## src/sdc_regs.svh

```systemverilog
/*
 Register offsets, field positions, reset values and figures for the segment
 descriptor checker. Assumes a plain address/strobe register port, byte
 addresses of aligned 32-bit words, and the descriptor words fetched by the host.
*/
`ifndef SDC_REGS_SVH
`define SDC_REGS_SVH

`define SDC_ADDR_W        6
`define SDC_A_DESC_LO     6'h00
`define SDC_A_DESC_HI     6'h04
`define SDC_A_OFFSET      6'h08
`define SDC_A_CTRL        6'h0C
`define SDC_A_CMD         6'h10
`define SDC_A_STATUS      6'h14
`define SDC_A_BASE        6'h18
`define SDC_A_LIMIT       6'h1C
`define SDC_A_GATE        6'h20
`define SDC_A_GOFF        6'h24
`define SDC_A_PARAM       6'h28

`define SDC_CTRL_KIND_LSB 0
`define SDC_CTRL_TI_GLOB  3
`define SDC_CTRL_PRIV_CHG 4
`define SDC_CTRL_TGT_LSB  8
`define SDC_CMD_GO        0
`define SDC_CTRL_RESET    32'h0000_0000

`define SDC_ACC_P         7
`define SDC_ACC_DPL_LSB   5
`define SDC_ACC_S         4
`define SDC_PAGE_BITS     12
`define SDC_BIG_UPPER     32'h0FFF_FFFF
`define SDC_SMALL_UPPER   32'h0000_FFFF
`define SDC_EXC_NP        8'h0B
`define SDC_EXC_GP        8'h0D

`endif

```

## src/sdc_pkg.sv

```systemverilog
/*
 Types of the segment descriptor checker. Assumes sdc_regs.svh for the numbers.
*/
package sdc_pkg;

    typedef enum logic [1:0] {SDC_IDLE = 2'b01, SDC_CHECK = 2'b10} sdc_state_t;

    typedef enum logic [2:0] {
        SDC_K_READ  = 3'h0,
        SDC_K_WRITE = 3'h1,
        SDC_K_EXEC  = 3'h2,
        SDC_K_STACK = 3'h3,
        SDC_K_GATE  = 3'h4,
        SDC_K_SYS   = 3'h5
    } sdc_kind_t;

    typedef struct packed {
        sdc_state_t  state;
        logic [31:0] desc_lo;
        logic [31:0] desc_hi;
        logic [31:0] offset;
        logic [31:0] ctrl;
        logic [15:0] status;
        logic [31:0] base;
        logic [31:0] limit;
        logic [31:0] gate;
        logic [31:0] goff;
        logic [31:0] param;
        logic [31:0] rdata;
        logic        done;
        logic        exc_valid;
        logic [7:0]  exc_vec;
        logic        if_clear;
        logic        acc_wb;
    } sdc_regs_t;

endpackage : sdc_pkg

```

## src/sdc_dec_if.sv

```systemverilog
/*
 Carrier between the checker and its field decoder: the two descriptor words
 in, the raw fields out. Assumes both ends on the same clock.
*/
`timescale 1ns/1ps
interface sdc_dec_if;
    logic [31:0] lo;
    logic [31:0] hi;
    logic        present;
    logic [1:0]  descriptor_privilege_field;
    logic        cls;
    logic [3:0]  typ;
    logic        gran;
    logic        big;
    logic        legacy;
    logic [31:0] base;
    logic [19:0] limit;
    logic [15:0] sel;
    logic [31:0] goff;
    logic [4:0]  wcount;

    modport dec (input lo, hi, output present, descriptor_privilege_field, cls, typ, gran, big, legacy, base, limit, sel, goff, wcount);
    modport chk (output lo, hi, input present, descriptor_privilege_field, cls, typ, gran, big, legacy, base, limit, sel, goff, wcount);
endinterface : sdc_dec_if

```

## src/sdc_decode.sv

```systemverilog
/*
 Splits a descriptor into its fields. Purely combinational; assumes the caller
 presents both words at once and decides the meaning of each type.
*/
`timescale 1ns/1ps
module sdc_decode
    import sdc_pkg::*;
(
    sdc_dec_if.dec d
);
`include "sdc_regs.svh"

    logic [7:0] acc;

    // Access byte layout
    assign acc       = d.hi[15:8];
    assign d.present = acc[`SDC_ACC_P];
    assign d.descriptor_privilege_field     = acc[`SDC_ACC_DPL_LSB +: 2];
    assign d.cls     = acc[`SDC_ACC_S];
    assign d.typ     = acc[3:0];
    // A legacy descriptor has no granularity or size bits to honour
    assign d.legacy  = (d.hi[31:16] == 16'h0000);
    assign d.gran    = d.hi[23] & ~d.legacy;
    assign d.big     = d.hi[22]; // Default size for code, stack size for data
    // Native: 32-bit base, 20-bit limit; legacy: 24-bit base, 16-bit limit
    assign d.base    = d.legacy ? {8'h00, d.hi[7:0], d.lo[31:16]} : {d.hi[31:24], d.hi[7:0], d.lo[31:16]};
    assign d.limit   = d.legacy ? {4'h0, d.lo[15:0]} : {d.hi[19:16], d.lo[15:0]};
    assign d.sel     = d.lo[31:16];
    assign d.goff    = {d.hi[31:16], d.lo[15:0]};
    assign d.wcount  = d.hi[4:0];

endmodule : sdc_decode

```

## src/flat_wrapper.sv

```systemverilog
// flat-port wrapper written by rule: the top's interface ports become plain ports
module sdc_decode_flat import sdc_pkg::*;
  (d_lo, d_hi, d_present, d_descriptor_privilege_field, d_cls, d_typ, d_gran, d_big, d_legacy, d_base, d_limit, d_sel, d_goff, d_wcount);
  sdc_dec_if d_i ();
  input wire logic [$bits(d_i.lo)-1:0] d_lo;
  input wire logic [$bits(d_i.hi)-1:0] d_hi;
  output wire logic [$bits(d_i.present)-1:0] d_present;
  output wire logic [$bits(d_i.descriptor_privilege_field)-1:0] d_descriptor_privilege_field;
  output wire logic [$bits(d_i.cls)-1:0] d_cls;
  output wire logic [$bits(d_i.typ)-1:0] d_typ;
  output wire logic [$bits(d_i.gran)-1:0] d_gran;
  output wire logic [$bits(d_i.big)-1:0] d_big;
  output wire logic [$bits(d_i.legacy)-1:0] d_legacy;
  output wire logic [$bits(d_i.base)-1:0] d_base;
  output wire logic [$bits(d_i.limit)-1:0] d_limit;
  output wire logic [$bits(d_i.sel)-1:0] d_sel;
  output wire logic [$bits(d_i.goff)-1:0] d_goff;
  output wire logic [$bits(d_i.wcount)-1:0] d_wcount;
  assign d_i.lo = d_lo;
  assign d_i.hi = d_hi;
  assign d_present = d_i.present;
  assign d_descriptor_privilege_field = d_i.descriptor_privilege_field;
  assign d_cls = d_i.cls;
  assign d_typ = d_i.typ;
  assign d_gran = d_i.gran;
  assign d_big = d_i.big;
  assign d_legacy = d_i.legacy;
  assign d_base = d_i.base;
  assign d_limit = d_i.limit;
  assign d_sel = d_i.sel;
  assign d_goff = d_i.goff;
  assign d_wcount = d_i.wcount;
  sdc_decode u_core (.d(d_i));
endmodule
```

## config.mk

```make
export PLATFORM = sky130hd
export DESIGN_NAME = sdc_decode_flat
export DESIGN_NICKNAME = d
export VERILOG_FILES = /design/src/sdc_pkg.sv /design/src/sdc_dec_if.sv /design/src/sdc_decode.sv /design/src/flat_wrapper.sv
export VERILOG_INCLUDE_DIRS = /design/src /design/src/src
export SDC_FILE = /design/constraint.sdc
export NUM_CORES = 1
export LEC_CHECK = 0
export BUFFER_PORTS_ARGS = -buffer_cell sky130_fd_sc_hd__buf_2
export CAP_MARGIN = 20
export CORE_ASPECT_RATIO = 1.75
export CORE_MARGIN = 8
export CORE_UTILIZATION = 23
export DETAILED_ROUTE_END_ITERATION = 10
export PLACE_DENSITY = 0.89
export SLEW_MARGIN = 40
export SYNTH_ARGS = -nofsm -noshare
export SYNTH_HDL_FRONTEND = slang
export SYNTH_SLANG_ARGS = --single-unit
```

## constraint.sdc

```tcl
create_clock -name vclk -period 0.8
set_input_delay 0.16 -clock vclk [all_inputs]
set_output_delay 0.16 -clock vclk [all_outputs]
set_load 0.05 [all_outputs]
```

==> PnR_summary.wiki <==
{| class="wikitable"
! Metric !! Value
|-
| Seq. cell area || 0 um2
|-
| Post-synthesis mux area share || 0
|-
| Accumulated negative setup slack || -0.307 ns
|-
| Wirelength per Cell || 31.3 um
|-
| Global route overflow || 0
|-
| Row count || 29
|-
| Worst-path maximum fanout || 3
|-
| Die boundary height || 96.3 um
|-
| Static power due to leakage || 0.231 nW
|-
| Core Footprint || 3590 um2
|-
| Count of final hold-check violations || 0
|-
| Fraction of the core area covered by cells at the end of the flow || 0.126
|-
| Clkbuf count || 0
|-
| Total number of sequential cells || 0
|-
| Normalized max-slew margin || 0.819
|-
| Fraction of final layout cells sized beyond drive strength 1 || 1.00
|-
| Initial cell density of the core || 0.236
|-
| Capturing instance or port of the critical path || d_legacy
|-
| Combinational family with the most area after synthesis || buffers and inverters
|-
| P&R area growth vs syn || -46.8%
|-
| Maximum clock frequency || 903 MHz
|-
| Cell types with the highest counts after synthesis || sky130_fd_sc_hd__buf_4, sky130_fd_sc_hd__clkbuf_1, sky130_fd_sc_hd__nor4_1
|-
| Initial antenna violation count || 0
|-
| Final Cycle Share || 1.38
|-
| Sum of internal, switching and leakage power || 0.493 mW
|-
| Shortest clock period the worst path allows after layout || 1.11 ns
|-
| Unrepaired setup endpoints after global routing || true
|-
| Post-Syn Area || 848 um2
|-
| Pwr/cell area || 1090 nW/um2
|-
| Via density per instance || 3.85
|-
| Hold_buf cts || 0
|-
| Type of the most critical hold path || in2out
|-
| GRT Util Overall || 0.0924
|-
| Die width || 61.9 um
|-
| Setup-failing EPs final || 1
|-
| Final ANT Viol Nets || 0
|-
| Detailed-route via count || 393
|-
| Via count of the first global-routing pass || 491
|-
| Post-layout instance area || 452 um2
|-
| Routability congestion estimate || 0.663
|-
| Die Area || 5960 um2
|-
| Layout Nets || 122
|-
| Number of filler instances in the final layout || 424
|-
| Cell types occupying the most area after synthesis || sky130_fd_sc_hd__buf_4, sky130_fd_sc_hd__clkbuf_1, sky130_fd_sc_hd__nor4_1, sky130_fd_sc_hd__and4_1
|-
| Number of top-level design ports || 180
|-
| Cell taking the most area after synthesis || sky130_fd_sc_hd__buf_4
|-
| Data required time at the worst endpoint || 0.64 ns
|-
| Fraction of synthesized cell area in xor and xnor cells || 0
|-
| Pin count of the biggest net entering global routing || 4
|-
| Mean instance size in the synthesized netlist || 7.07 um2
|-
| Launch point of the worst path || d_hi[22]
|-
| Detailed-router iteration count before antenna repair || 1
|-
| Port buffer count || 47
|-
| Worst setup margin || -0.307 ns
|-
| Worst VDD drop || 0.328 mV
|-
| Number of distinct library cell variants in the gate-level netlist after synthesis || 4
|-
| Seq/Total Area, Yosys || 0
|-
| Drc violations || 0
|-
| Run status || finished with violations
|-
| Final standard cell count with taps included and fillers excluded || 102
|-
| Final antenna diode count || 0
|-
| Synth Area in Adders || 0
|-
| Placed Instance Area || 410 um2
|-
| CP startpoint kind || primary input
|-
| Total of warnings raised by yosys || 0
|-
| Instance count after placement with tap cells included || 102
|-
| Fraction of the mapped netlist area in compound gates || 0
|-
| Category of the most critical setup path || in2out
|-
| First-pass GRT wire length || 3.70 mm
|-
| Number of max-slew violations in the final report || 0
|-
| Synthesized-area fraction occupied by and/or/nand/nor cells || 0.0398
|-
| Arrival time at the worst endpoint || 0.95 ns
|-
| Number of instances in the synthesized netlist || 120
|-
| Violated checks || negative setup slack
|-
| Slew of the pin with the lowest slew margin || 0.273 ns
|-
| Synthesized netlist net count || 184
|-
| Number of DRC markers in iteration 0 || 0
|-
| Max_cap viols || 0
|-
| Most common cell in the synthesized netlist || sky130_fd_sc_hd__buf_4
|-
| Final WL || 3.20 mm
|-
| Area share of the largest cell type after synthesis || 0.903
|-
| Capturing element type of the critical path || output port
|}
[critical path: stages]
cell	delay (ns)
sky130_fd_sc_hd__buf_2	0.13
sky130_fd_sc_hd__nor4_4	0.26
sky130_fd_sc_hd__and4_4	0.26
sky130_fd_sc_hd__buf_8	0.14
[worst min-delay path by stage]
stage / start / endpoint / slack (ns) / cells after the start
global route: d_hi[0] / d_base[16] / 0.32 / 0
floorplan: d_lo[16] / d_base[0] / 0.49 / 1
detailed placement: d_hi[5] / d_base[21] / 0.32 / 0
CTS: d_hi[5] / d_base[21] / 0.32 / 0
finish: d_lo[17] / d_sel[1] / 0.32 / 0
global placement: d_hi[5] / d_base[21] / 0.32 / 0
[cells in the final DEF (no fill, tap or decap), drive strengths merged]
master	instances
and4	1
buf	51
nor4	4
[layout make-up]
type               instances  area, um2  area share
well taps                 46       57.6       0.127
repair buffers            51        307       0.679
multi-input cells          5       87.6       0.194
[cell families (layout without fill, tap and decap cells)]
family,Yosys count,count (layout)
buffers and inverters,115,51
AND/OR/NAND/NOR,5,5
[report_power, final]
group	switching (mW)	leakage (nW)	internal, mW
registers	0	0	0
logic	0.374	0.231	0.119
clock network	0	0	0
[metal layers]
metal	global-route usage	vias to the layer above	part of all wire
met1	0.0479	125	0.17
met4	0.103	0	0.10
li1	-	128	-
met2	0.119	91	0.37
met3	0.135	49	0.36
met5	0	-	0
[stage by stage]
step | hold WS [ns] | setup slack, ns
after CTS | 0.320 | -0.348
after global routing | 0.320 | -0.372
after global placement | 0.320 | -0.462
after detailed placement | 0.320 | -0.465
final | 0.320 | -0.307
after floorplan | 0.487 | -0.108
[timing repair]
action / 4_1_cts / 5_1_grt
gates resized for setup: 12 / 2
setup endpoints to repair: 4 / 1
buffers inserted: 0 / 0
pin swaps: 2 / 2
No activity file was read; power rests on OpenSTA's default activity.
